`src/core/cpmb_params.svh`:
```
// Purpose: constants for the cell port and manager bus bridge
// Assumes: 40 MHz reference clock
// Notes:   counts derive from times by rounding up
`ifndef CPMB_PARAMS_SVH
`define CPMB_PARAMS_SVH
`define CPMB_REFCLK_NS    25
`define CPMB_SCLK_NS      50
`define CPMB_STRB_LO_NS   100
`define CPMB_DIRH_CYC     (((2 * `CPMB_SCLK_NS) + `CPMB_REFCLK_NS - 1) / `CPMB_REFCLK_NS)
`define CPMB_HOLD_CYC     (((4 * `CPMB_SCLK_NS) + `CPMB_REFCLK_NS - 1) / `CPMB_REFCLK_NS)
`define CPMB_LO_CYC       ((`CPMB_STRB_LO_NS + `CPMB_REFCLK_NS - 1) / `CPMB_REFCLK_NS)
`define CPMB_NIB_LAST     7'd105
`define CPMB_NIB_VCI_HI   7'd4
`define CPMB_NIB_VCI_MID  7'd5
`define CPMB_NIB_VCI_LO   7'd6
`define CPMB_NIB_PAYLOAD  7'd10
`define CPMB_PL_MCMD      6'd0
`define CPMB_PL_CCMD      6'd1
`define CPMB_PL_COUNT     6'd3
`define CPMB_PL_DATA0     6'd4
`define CPMB_NDATA        4'd13
`define CPMB_ACK_BIT      7
`define CPMB_RDOP_BIT     0
`define CPMB_DLY_LAST     7
`endif

```
`src/core/cpmb_pkg.sv`:
```
// Purpose: types for the cell port and manager bus bridge
// Assumes: nothing beyond the params header
// Notes:   whole state of the top apart from ack_seen_q is one packed struct
package cpmb_pkg;
    typedef struct packed {
        logic       mark;
        logic [3:0] nib;
    } cpmb_nib_s;
    typedef enum logic [1:0] {
        M_IDLE  = 2'b00,
        M_SETUP = 2'b01,
        M_LOW   = 2'b10,
        M_HOLD  = 2'b11
    } cpmb_mstate_e;
    typedef enum logic [1:0] {
        P_LOAD = 2'b00,
        P_CMD  = 2'b01,
        P_POLL = 2'b10,
        P_READ = 2'b11
    } cpmb_phase_e;
    typedef struct packed {
        logic [2:0]       rxc;
        logic [2:0]       txc;
        cpmb_nib_s        rxi1;
        cpmb_nib_s        rxi2;
        cpmb_nib_s        txi1;
        cpmb_nib_s        txi2;
        logic [7:0]       swa1;
        logic [7:0]       swa2;
        logic [7:0]       swa;
        logic [1:0]       swa_cnt;
        cpmb_nib_s [7:0]  dly;
        logic [6:0]       rx_cnt;
        logic             rx_act;
        logic             hdr_ok;
        logic             rx_ctl;
        logic             fwd;
        cpmb_nib_s        stg;
        cpmb_nib_s        rxo;
        cpmb_nib_s        tstg;
        cpmb_nib_s        txo;
        logic [3:0]       hi;
        logic [7:0]       mcmd;
        logic [7:0]       ccmd;
        logic [3:0]       cnt;
        logic [12:0][7:0] data;
        cpmb_mstate_e     ms;
        cpmb_phase_e      ph;
        logic [3:0]       idx;
        logic [4:0]       wcnt;
        logic [7:0]       mdi1;
        logic [7:0]       mdi2;
        logic [7:0]       rdb;
        logic [7:0]       mgr_data_bus;
        logic             oe;
        logic             sel;
        logic             dir;
        logic             strb;
        logic [7:0]       rd_out;
        logic             rd_valid;
        logic             done;
        logic             busy;
    } cpmb_state_s;
endpackage

```
`src/core/cpmb_bridge.sv`:
```
// Purpose: nibble cell ports with control cell filter and manager bus master
// Assumes: link clocks far slower than ref_clk_in; controller clock period per header
// Notes:   link inputs taken on link rise, outputs launched on link fall
// What this block does
// RQ1 - four-bit ports, sampled on own clock rise
// RQ2 - receive clock out derived from receive clock
// RQ3 - receive frame mark one cycle before nibble0
// RQ4 - transmit clock out derived from transmit clock
// RQ5 - transmit frame mark one cycle before nibble0
// RQ6 - header nibble order GFC VPI VCI PTI HEC
// RQ7 - payload from nibble 10, 106 nibbles total
// RQ8 - exchange: load, command, poll, read back
// RQ9 - next command only after acknowledge bit seen
// RQ10 - poll status with select low, direction high
// RQ11 - wait for acknowledge without any timeout
// RQ12 - direction high reads, low writes
// RQ13 - select low command, high data registers
// RQ14 - controller drives data only strobe low reading
// RQ15 - write data held around strobe rising edge
// RQ16 - data registers one per strobe, ascending
// RQ17 - only needed steps and register count
// RQ18 - direction and strobe hold after strobe rise
// RQ19 - control cell: zero VPI, VCI equals address
// RQ20 - count nibbles, forward non-control cells unchanged
// RQ21 - sequential master, no command while busy
`include "cpmb_params.svh"
module cpmb_bridge
    import cpmb_pkg::*;
(
    input  wire logic       ref_clk_in,
    input  wire logic       reset_n_in,
    input  wire logic       rx_port_clock_in,
    input  wire logic [3:0] rx_cell_nibble_in,
    input  wire logic       rx_frame_mark_in,
    input  wire logic       tx_port_clock_in,
    input  wire logic [3:0] tx_cell_nibble_in,
    input  wire logic       tx_frame_mark_in,
    input  wire logic [7:0] switch_address_pins_in,
    input  wire logic [7:0] mgr_data_bus_in,
    output logic            rx_port_clock_out,
    output logic [3:0]      rx_cell_nibble_out,
    output logic            rx_frame_mark_out,
    output logic            tx_port_clock_out,
    output logic [3:0]      tx_cell_nibble_out,
    output logic            tx_frame_mark_out,
    output logic            reg_select_line_out,
    output logic            direction_line_out,
    output logic            mgr_strobe_out,
    output logic [7:0]      mgr_data_bus_out,
    output logic            mgr_data_bus_oe_out,
    output logic [7:0]      mgr_rd_data_out,
    output logic            mgr_rd_valid_out,
    output logic            mgr_done_out,
    output logic            mgr_busy_out
);
    cpmb_state_s q;
    cpmb_state_s d;
    logic        rx_rise;
    logic        rx_fall;
    logic        tx_rise;
    logic        tx_fall;

    // link clock edges, seen only from second and third flops
    assign rx_rise = q.rxc[1] & ~q.rxc[2];
    assign rx_fall = ~q.rxc[1] & q.rxc[2];
    assign tx_rise = q.txc[1] & ~q.txc[2];
    assign tx_fall = ~q.txc[1] & q.txc[2];

    // next state of the whole block except the check helper ack_seen_q
    always_comb begin
        cpmb_nib_s  smp;
        logic       go;
        logic       fwd_n;
        logic [5:0] byt;
        smp = q.rxi2;
        go = 1'b0;
        fwd_n = q.fwd;
        byt = 6'd0;
        d = q;
        d.rd_valid = 1'b0;
        d.done = 1'b0;
        // RQ1 two-flop input sampling
        d.rxc = {q.rxc[1:0], rx_port_clock_in};
        d.txc = {q.txc[1:0], tx_port_clock_in};
        d.rxi1 = '{mark: rx_frame_mark_in, nib: rx_cell_nibble_in};
        d.rxi2 = q.rxi1;
        d.txi1 = '{mark: tx_frame_mark_in, nib: tx_cell_nibble_in};
        d.txi2 = q.txi1;
        d.swa1 = switch_address_pins_in;
        d.swa2 = q.swa1;
        d.mdi1 = mgr_data_bus_in;
        d.mdi2 = q.mdi1;
        // RQ19 catch switch address after reset release
        if (q.swa_cnt != 2'd3) begin
            d.swa_cnt = q.swa_cnt + 2'd1;
            d.swa = q.swa2;
        end
        // receive side: delay line, delineation, filter
        if (rx_rise) begin
            d.dly = {q.dly[6:0], smp};
            // RQ3 mark precedes nibble zero
            if (smp.mark) begin
                d.rx_act = 1'b1;
                d.rx_cnt = 7'd0;
                d.hdr_ok = 1'b1;
            end else if (q.rx_act) begin
                // RQ20 count through nibble 105
                if (q.rx_cnt == `CPMB_NIB_LAST) begin
                    d.rx_act = 1'b0;
                end else begin
                    d.rx_cnt = q.rx_cnt + 7'd1;
                end
                // RQ6 VPI and upper VCI nibbles
                if (q.rx_cnt >= 7'd1 && q.rx_cnt <= `CPMB_NIB_VCI_HI && smp.nib != 4'h0) begin
                    d.hdr_ok = 1'b0;
                end
                // RQ19 lower VCI byte against address
                if (q.rx_cnt == `CPMB_NIB_VCI_MID && smp.nib != q.swa[7:4]) begin
                    d.hdr_ok = 1'b0;
                end
                if (q.rx_cnt == `CPMB_NIB_VCI_LO) begin
                    d.rx_ctl = q.hdr_ok & (smp.nib == q.swa[3:0]);
                end
                // RQ7 payload bytes, high nibble first, frozen while busy
                if (q.rx_ctl && q.ms == M_IDLE && q.rx_cnt >= `CPMB_NIB_PAYLOAD) begin
                    if (!q.rx_cnt[0]) begin
                        d.hi = smp.nib;
                    end else begin
                        byt = q.rx_cnt[6:1] - 6'd5;
                        if (byt == `CPMB_PL_MCMD) begin
                            d.mcmd = {q.hi, smp.nib};
                        end else if (byt == `CPMB_PL_CCMD) begin
                            d.ccmd = {q.hi, smp.nib};
                        end else if (byt == `CPMB_PL_COUNT) begin
                            d.cnt = ({q.hi, smp.nib} > 8'd13) ? `CPMB_NDATA : smp.nib;
                        end else if (byt >= `CPMB_PL_DATA0 && byt < 6'd17) begin
                            d.data[4'(byt - `CPMB_PL_DATA0)] = {q.hi, smp.nib};
                        end
                    end
                end
                // RQ21 start only when master is idle
                if (q.rx_cnt == `CPMB_NIB_LAST && q.rx_ctl && q.ms == M_IDLE) begin
                    go = 1'b1;
                end
            end
            // RQ20 drop control cells, pass others
            if (q.dly[`CPMB_DLY_LAST].mark) begin
                fwd_n = ~q.rx_ctl;
            end
            d.fwd = fwd_n;
            d.stg = fwd_n ? q.dly[`CPMB_DLY_LAST] : '0;
        end
        // RQ2 launch receive outputs on link fall
        if (rx_fall) begin
            d.rxo = q.stg;
        end
        // RQ5 transmit path passes through in step
        if (tx_rise) begin
            d.tstg = q.txi2;
        end
        if (tx_fall) begin
            d.txo = q.tstg;
        end
        // RQ8 manager bus master sequence
        case (q.ms)
            M_IDLE: begin
                d.oe = 1'b0;
                d.dir = 1'b1;
                d.sel = 1'b0;
                d.strb = 1'b1;
                if (go) begin
                    d.idx = 4'd0;
                    // RQ17 load step only for writes with data
                    d.ph = (!d.mcmd[`CPMB_RDOP_BIT] && d.cnt != 4'd0) ? P_LOAD : P_CMD;
                    d.ms = M_SETUP;
                    d.wcnt = 5'(`CPMB_DIRH_CYC - 1);
                end
            end
            M_SETUP: begin
                if (q.wcnt == 5'd0) begin
                    d.ms = M_LOW;
                    d.strb = 1'b0;
                    d.wcnt = 5'(`CPMB_LO_CYC - 1);
                end else begin
                    d.wcnt = q.wcnt - 5'd1;
                end
            end
            M_LOW: begin
                if (q.wcnt == 5'd0) begin
                    // RQ14 sample while controller drives
                    d.rdb = q.mdi2;
                    d.strb = 1'b1;
                    d.ms = M_HOLD;
                    d.wcnt = 5'(`CPMB_HOLD_CYC - 1);
                end else begin
                    d.wcnt = q.wcnt - 5'd1;
                end
            end
            M_HOLD: begin
                // RQ18 hold lines after strobe rise
                if (q.wcnt != 5'd0) begin
                    d.wcnt = q.wcnt - 5'd1;
                end else begin
                    d.ms = M_SETUP;
                    d.wcnt = 5'(`CPMB_DIRH_CYC - 1);
                    case (q.ph)
                        P_LOAD: begin
                            // RQ16 ascending register accesses
                            if (q.idx + 4'd1 < q.cnt) begin
                                d.idx = q.idx + 4'd1;
                            end else begin
                                d.ph = P_CMD;
                            end
                        end
                        P_CMD: begin
                            d.ph = P_POLL;
                        end
                        P_POLL: begin
                            // RQ9 proceed only on acknowledge
                            // RQ11 poll indefinitely, no timeout
                            if (q.rdb[`CPMB_ACK_BIT]) begin
                                d.idx = 4'd0;
                                if (q.mcmd[`CPMB_RDOP_BIT] && q.cnt != 4'd0) begin
                                    d.ph = P_READ;
                                end else begin
                                    d.ms = M_IDLE;
                                    d.done = 1'b1;
                                end
                            end
                        end
                        P_READ: begin
                            d.rd_out = q.rdb;
                            d.rd_valid = 1'b1;
                            if (q.idx + 4'd1 < q.cnt) begin
                                d.idx = q.idx + 4'd1;
                            end else begin
                                d.ms = M_IDLE;
                                d.done = 1'b1;
                            end
                        end
                    endcase
                end
            end
        endcase
        // RQ10 RQ12 RQ13 line levels for the coming access
        if (d.ms == M_SETUP) begin
            d.sel = (d.ph == P_LOAD) || (d.ph == P_READ);
            d.dir = (d.ph == P_POLL) || (d.ph == P_READ);
            // RQ15 drive data only while writing
            d.oe = ~d.dir;
            d.mgr_data_bus = (d.ph == P_CMD) ? q.ccmd : q.data[d.idx];
        end
        // RQ21 busy flag kept in a flop
        d.busy = (d.ms != M_IDLE);
    end

    // state register
    always_ff @(posedge ref_clk_in or negedge reset_n_in) begin
        if (!reset_n_in) begin
            q <= '0;
            q.strb <= 1'b1;
            q.dir <= 1'b1;
        end else begin
            q <= d;
        end
    end

    // outputs straight from state flops
    assign rx_port_clock_out = q.rxc[2];
    assign rx_cell_nibble_out = q.rxo.nib;
    assign rx_frame_mark_out = q.rxo.mark;
    // RQ4 transmit clock forwarded
    assign tx_port_clock_out = q.txc[2];
    assign tx_cell_nibble_out = q.txo.nib;
    assign tx_frame_mark_out = q.txo.mark;
    assign reg_select_line_out = q.sel;
    assign direction_line_out = q.dir;
    assign mgr_strobe_out = q.strb;
    assign mgr_data_bus_out = q.mgr_data_bus;
    assign mgr_data_bus_oe_out = q.oe;
    assign mgr_rd_data_out = q.rd_out;
    assign mgr_rd_valid_out = q.rd_valid;
    assign mgr_done_out = q.done;
    assign mgr_busy_out = q.busy;

    // acknowledge-seen helper for the checks below
    logic ack_seen_q;
    always_ff @(posedge ref_clk_in or negedge reset_n_in) begin
        if (!reset_n_in) begin
            ack_seen_q <= 1'b1;
        end else if (q.ms == M_HOLD && q.ph == P_POLL && q.rdb[`CPMB_ACK_BIT]) begin
            ack_seen_q <= 1'b1;
        end else if (!q.strb && q.ph == P_CMD) begin
            ack_seen_q <= 1'b0;
        end
    end
endmodule

```
`config.mk`:
```
export PLATFORM = sky130hd
export DESIGN_NAME = cpmb_bridge
export DESIGN_NICKNAME = d
export VERILOG_FILES = /design/src/core/cpmb_pkg.sv /design/src/core/cpmb_bridge.sv
export VERILOG_INCLUDE_DIRS = /design/src /design/src/core
export SDC_FILE = /design/constraint.sdc
export NUM_CORES = 1
export LEC_CHECK = 0
export BUFFER_PORTS_ARGS = -buffer_cell sky130_fd_sc_hd__buf_2
export CORE_MARGIN = 5
export CORE_UTILIZATION = 45
export DETAILED_ROUTE_END_ITERATION = 10
export PLACE_DENSITY_LB_ADDON = 0.2
export SYNTH_ARGS = -nofsm -noshare
export SYNTH_HDL_FRONTEND = slang
export SYNTH_SLANG_ARGS = --single-unit
```
`constraint.sdc`:
```
create_clock -name ref_clk_in -period 12.6 [get_ports ref_clk_in]
set_clock_uncertainty 0.05 [all_clocks]
set_input_delay 2.52 -clock ref_clk_in [delete_from_list [all_inputs] [get_ports ref_clk_in]]
set_output_delay 2.52 -clock ref_clk_in [all_outputs]
set_load 0.01 [all_outputs]
```
==> flow_metrics.py, run 1 <==
metrics = {
    "synthesis": {
        "async_flop_share_pct": 100,
        "syn-instance-count": 1177,
        "synth_fa_ha_area_share_pct": 1.99,
        "synth_ff_type": "dfrtp_1",
        "synth-compound-area-share_pct": 9.04,
        "synth_top_family_by_area": "multiplexers",
        "ys_seq_area_share_pct": 55.1,
        "syn_area_um2": 13800,
        "synth-seq-cells": 304,
        "synthMuxAreaShare_pct": 16.3,
        "syn_nets": 1229,
        "synth_xor_area_share_pct": 1.01,
        "synth_warnings": 0,
        "avgSynthCellArea_um2": 11.7,
        "ys_types": 72,
        "synth_edf_count": 0,
        "synthSimpleGateAreaFrac_pct": 12.2,
    },
    "sta": {
        "final-setup-viol-count": 0,
        "slew_violations": 0,
        "finalHoldViolCount": 0,
        "relSlewSlack_pct": 23.3,
        "rsz0062_at_grt": "false",
        "period_share_pct": 36.1,
        "worstMarginPinSlew_ns": 1.15,
        "tns_ns": 0,
        "period_minus_slack_ns": 4.54,
        "setup_ws_ns": 8.06,
        "fmax_mhz": 220,
    },
    "min_path": {
        "hp-start": "d[286]$_DFF_PN0_",
        "min_path_type": "flop to flop",
    },
    "place": {
        "place_ws_ns": 8.13,
        "post-dp-hpwl_mm": 19.1,
        "gp_congestion": 0.837,
        "place_area_um2": 14200,
        "port_buffers": 64,
    },
    "clock_tree": {
        "cts_tree": "done",
        "ctsHoldBuffers": 0,
        "root_buffer": "clkbuf_16",
        "cts.htree.levels": 2,
        "clk_pin_slew_ns": 0.06,
        "worstSkewPairLatency_ns": 0.52,
        "post_cts_buffers": 0,
        "numCtsBuffers": 34,
        "cts_resized": 0,
        "cts_sinks": 304,
        "clk_path_buf_depth": 3,
    },
    "floorplan": {
        "std_cell_rows": 64,
        "dieHeight_um": 185,
        "ios": 65,
        "start_util_pct": 45.4,
        "die_w_um": 185,
        "fp.coreArea_um2": 30400,
        "die-area_um2": 34300,
    },
    "job": {
        "max_cap_violations": 0,
    },
    "critical_path": {
        "path_cells": "buf_4, ha_1, nand2b_1, nand2_1, ha_1, a21o_1, a31oi_1, o311a_1, o21ai_1, a22oi_2, inv_2, nor2_1, a22oi_1, a31o_1",
        "start_kind": "flop",
        "crit_path_start": "q[52]$_DFF_PN0_",
        "critPathMaxFanout": 38,
        "max_stage_delay_ns": 0.90,
        "cpMaxStageDelayCell": "a22oi_2",
        "critPathMostFrequentCell": "ha_1",
        "worstPathRequired_ns": 12.94,
        "worstSetupPathType": "flop to flop",
        "r2r-start": "q[52]$_DFF_PN0_",
        "worst-path-buf-inv": 2,
        "end_kind": "flop",
        "path_delay_family": "compound AO/OA/AOI/OAI gates",
        "crit_arrival_ns": 4.88,
    },
    "drt": {
        "vias": 8930,
        "dr.first_iter.drc_count": 559,
        "post-route-drc-count": 0,
        "ant_nets": 0,
        "dr.pass1.iters": 5,
        "wl_per_cell_um": 18.7,
        "totalWireLength_mm": 30.2,
        "via_per_inst": 5.54,
    },
    "finish": {
        "post-route-util_pct": 50.4,
        "final_layout_size_suffix_gt1_share_pct": 24.8,
        "fin_area_um2": 15300,
        "layout_common_cells": "dfrtp_1 (302), nand2_1 (183), mux2_2 (156)",
        "fin_nets": 1250,
        "multi_input_area_um2": 5600,
        "n_antenna_cell": 0,
        "ff_latch_area_um2": 7610,
        "fillers": 2778,
        "final_common_cell": "dfrtp_1",
        "area_growth_pct": 11.0,
    },
    "global_routing": {
        "track_usage_pct": 18.0,
        "grt_start_max_net_pins": 175,
        "grt_pass1_vias": 8953,
        "antenna_found_initial": 0,
        "overflow": 0,
        "grt_pass1_wl_mm": 49.7,
    },
    "power": {
        "ir_drop_mv": 0.0872,
        "total_power_mw": 2.12,
        "leakagePower_nw": 7.57,
        "powerDensity_nw_per_um2": 138,
    },
    "status": {
        "status": "completed",
    },
}
cell usage after synthesis (all sizes together), types with 7 or more instances:
cell type | count | area, um^2
a311oi | 16 | 140
o311ai | 17 | 149
and4 | 16 | 140
nand4 | 7 | 43.8
xor2 | 8 | 70.1
a21oi | 23 | 115
nor2 | 39 | 146
o22ai | 10 | 62.6
nand2b | 28 | 175
buf | 41 | 314
clkbuf | 48 | 180
inv | 27 | 101
nor3 | 10 | 61.3
or3 | 18 | 113
ha | 22 | 275
mux2i | 49 | 490
a31o | 8 | 70.1
mux2 | 156 | 1760
xnor2 | 8 | 70.1
a41oi | 8 | 70.1
a22oi | 17 | 133
nand2 | 184 | 698
nand3 | 11 | 55.1
dfrtp | 302 | 7560
o21ai | 29 | 145
cells by family (layout without fill, tap and decap cells):
logic type / count (synthesis) / count (layout)
simple gates: 346 / 346
buf+inv: 117 / 157
xor+xnor: 16 / 16
compound gates: 167 / 167
fa+ha+maj: 22 / 22
mux: 205 / 205
flops: 304 / 304
final cells by class:
| type | count | share of cell area (%) |
|---|---|---|
| Sequential cell | 304 | 49.6 |
| Multi-Input combinational cell | 756 | 36.5 |
| Clock buffer | 48 | 6.62 |
| Tap cell | 396 | 3.23 |
| Timing Repair Buffer | 74 | 2.73 |
| Inverter | 28 | 0.686 |
| Clock inverter | 7 | 0.555 |
worst paths after layout:
check / endpoint / slack [ns] / cells past startpoint
worst max-delay path: mgr_data_bus_out[5]$_DFFE_PN0P_ / 8.06 / 14
max in group asynchronous: asynchronous set/reset pin / 8.86 / 2
worst min register to register: q[286]$_DFF_PN0_ / 0.29 / 0
worst min-delay path: q[286]$_DFF_PN0_ / 0.29 / 0
min in group asynchronous: q[37]$_DFF_PN0_ / 2.05 / 1
worst max register to register: mgr_data_bus_out[5]$_DFFE_PN0P_ / 8.06 / 14
power breakdown:
part | internal (mW) | total (mW) | switching [mW]
registers | 1.03 | 1.05 | 0.0283
logic | 0.0374 | 0.0991 | 0.0616
clock network | 0.580 | 0.967 | 0.386
total | 1.64 | 2.12 | 0.476
metal layers:
metal / vias up / global-route usage [%] / part of all wire [%]
li1: 4210 / - / -
met1: 4522 / 26.3 / 47
met2: 156 / 28.5 / 47
met3: 42 / 2.89 / 4.0
met4: 0 / 4.43 / 1.8
met5: - / 0 / 0
per-stage QoR:
| step | cells | hold WS [ns] |
|---|---|---|
| 6_report | 1613 | 0.294 |
| 5_1_grt | 1613 | 0.299 |
| 4_1_cts | 1613 | 0.297 |
| 3_5_place_dp | 1558 | 0.285 |
| 3_3_place_gp | 1558 | 0.282 |
| 2_1_floorplan | 1177 | 0.281 |
Note: power is estimated with default switching activity, not from simulation.
==> run 2: changes to the inputs <==
- clock period: 12.6 -> 4.6 ns (I/O delays scaled with it)
==> run 2 against run 1 <==
- hold slack lost 0.014 ns
- flip-flop and latch count is the same
- core utilization grew 0.80 points
- critical path type unchanged
- die area is the same
- sequential share of layout area shrank 0.78 points
- non-clock buffer count grew 18
==> flow_metrics.py, run 2 (same netlist as run 1, synthesis figures left out) <==
metrics = {
    "finish": {
        "final_common_cell": "dfrtp_1",
        "post-route-util_pct": 51.2,
        "fillers": 2706,
        "fin_cells": 1639,
        "layout_common_cells": "dfrtp_1 (302), nand2_1 (183), mux2_2 (156)",
        "fin_nets": 1269,
        "multi_input_area_um2": 5600,
        "fin_area_um2": 15600,
        "n_antenna_cell": 0,
        "ff_latch_area_um2": 7610,
        "area_growth_pct": 12.8,
        "final_layout_size_suffix_gt1_share_pct": 26.2,
    },
    "critical_path": {
        "end_kind": "flop",
        "critPathMaxFanout": 22,
        "start_kind": "flop",
        "crit_arrival_ns": 4.31,
        "worstPathRequired_ns": 4.95,
        "worstSetupPathType": "flop to flop",
    },
    "clock_tree": {
        "cts_tree": "done",
        "clk_pin_slew_ns": 0.06,
        "numCtsBuffers": 35,
        "cts.htree.levels": 2,
        "ctsHoldBuffers": 0,
        "root_buffer": "clkbuf_16",
        "clk_path_buf_depth": 3,
        "cts_resized": 0,
        "post_cts_buffers": 0,
        "worstSkewPairLatency_ns": 0.53,
        "cts_sinks": 304,
    },
    "drt": {
        "dr.pass1.iters": 6,
        "wl_per_cell_um": 18.5,
        "vias": 9045,
        "dr.first_iter.drc_count": 724,
        "post-route-drc-count": 0,
        "totalWireLength_mm": 30.4,
        "via_per_inst": 5.52,
        "ant_nets": 0,
    },
    "power": {
        "ir_drop_mv": 0.235,
        "total_power_mw": 5.99,
        "leakagePower_nw": 7.69,
        "powerDensity_nw_per_um2": 384,
    },
    "floorplan": {
        "die-area_um2": 34300,
        "dieHeight_um": 185,
        "die_w_um": 185,
        "ios": 65,
        "start_util_pct": 45.4,
        "fp.coreArea_um2": 30400,
        "std_cell_rows": 64,
    },
    "global_routing": {
        "track_usage_pct": 18.1,
        "grt_start_max_net_pins": 116,
        "overflow": 0,
        "antenna_found_initial": 1,
        "grt_pass1_wl_mm": 49.8,
        "grt_pass1_vias": 9086,
    },
    "sta": {
        "tns_ns": 0,
        "fmax_mhz": 253,
        "period_share_pct": 86.1,
        "period_minus_slack_ns": 3.96,
        "rsz0062_at_grt": "false",
        "relSlewSlack_pct": 29.6,
        "finalHoldViolCount": 0,
        "hold_ws_ns": 0.279,
        "final-setup-viol-count": 0,
        "worstMarginPinSlew_ns": 1.05,
        "setup_ws_ns": 0.641,
        "slew_violations": 0,
    },
    "place": {
        "port_buffers": 64,
        "place_area_um2": 14400,
        "place_ws_ns": 0.732,
        "post-dp-hpwl_mm": 19.6,
        "place_inst": 1576,
        "gp_congestion": 0.783,
    },
    "min_path": {
        "min_path_type": "flop to flop",
    },
    "job": {
        "max_cap_violations": 0,
    },
    "status": {
        "status": "completed",
    },
}
run 2: cell types whose count changed in the layout (fill, tap and decap cells not counted), sizes merged:
cell	previous run	this run
bufinv	1	3
buf	74	92
inv	27	28
clkbuf	48	47
clkinvlp	1	5
clkinv	6	8
run 2: final cells by class:
cell class	instances	share of cell area (%)
well taps	396	3.18
flip-flops and latches	304	48.9
repair buffers	92	3.63
inverters	28	0.675
multi-input cells	756	36.0
clock buffers	47	6.30
clock inverters	16	1.38
run 2: worst paths after layout:
check	startpoint	end	slack, ns	cells past startpoint
max in group asynchronous	reset_n_in	q[210]$_DFFE_PN0P_	3.09	2
min	d[306]$_DFF_PN0_	d[307]$_DFF_PN0_	0.28	0
max reg2reg	q[52]$_DFF_PN0_	mgr_data_bus_out[6]$_DFFE_PN0P_	0.64	15
max	q[52]$_DFF_PN0_	mgr_data_bus_out[6]$_DFFE_PN0P_	0.64	15
min reg2reg	d[306]$_DFF_PN0_	d[307]$_DFF_PN0_	0.28	0
min in group asynchronous	reset_n_in	d[34]$_DFF_PN0_	0.39	1
run 2: critical path, cell delays in order (launching register included):
cell	delay, ns
dfrtp_1	0.41
ha_1	0.34
ha_1	0.30
a21boi_0	0.21
o221ai_1	0.17
buf_4	0.24
a2111oi_0	0.44
o21ai_0	0.15
a32o_1	0.29
inv_1	0.08
ha_1	0.41
nand2b_1	0.10
mux2i_1	0.23
nand2b_1	0.15
o22ai_1	0.08
a31o_1	0.19
run 2: power by group:
part | internal, mW | switching (mW) | leakage (nW)
clock network | 1.69 | 1.13 | 0.567
registers | 2.81 | 0.0711 | 4.01
logic | 0.107 | 0.177 | 3.11
total | 4.61 | 1.38 | 7.69
run 2: layer usage:
layer  global-route usage, %  wire, um  vias up
li1                        -         -     4262
met1                    26.0     14400     4563
met2                    28.5     14000      179
met3                    3.48      1450       41
met4                    4.35       540        0
met5                       0         0        -
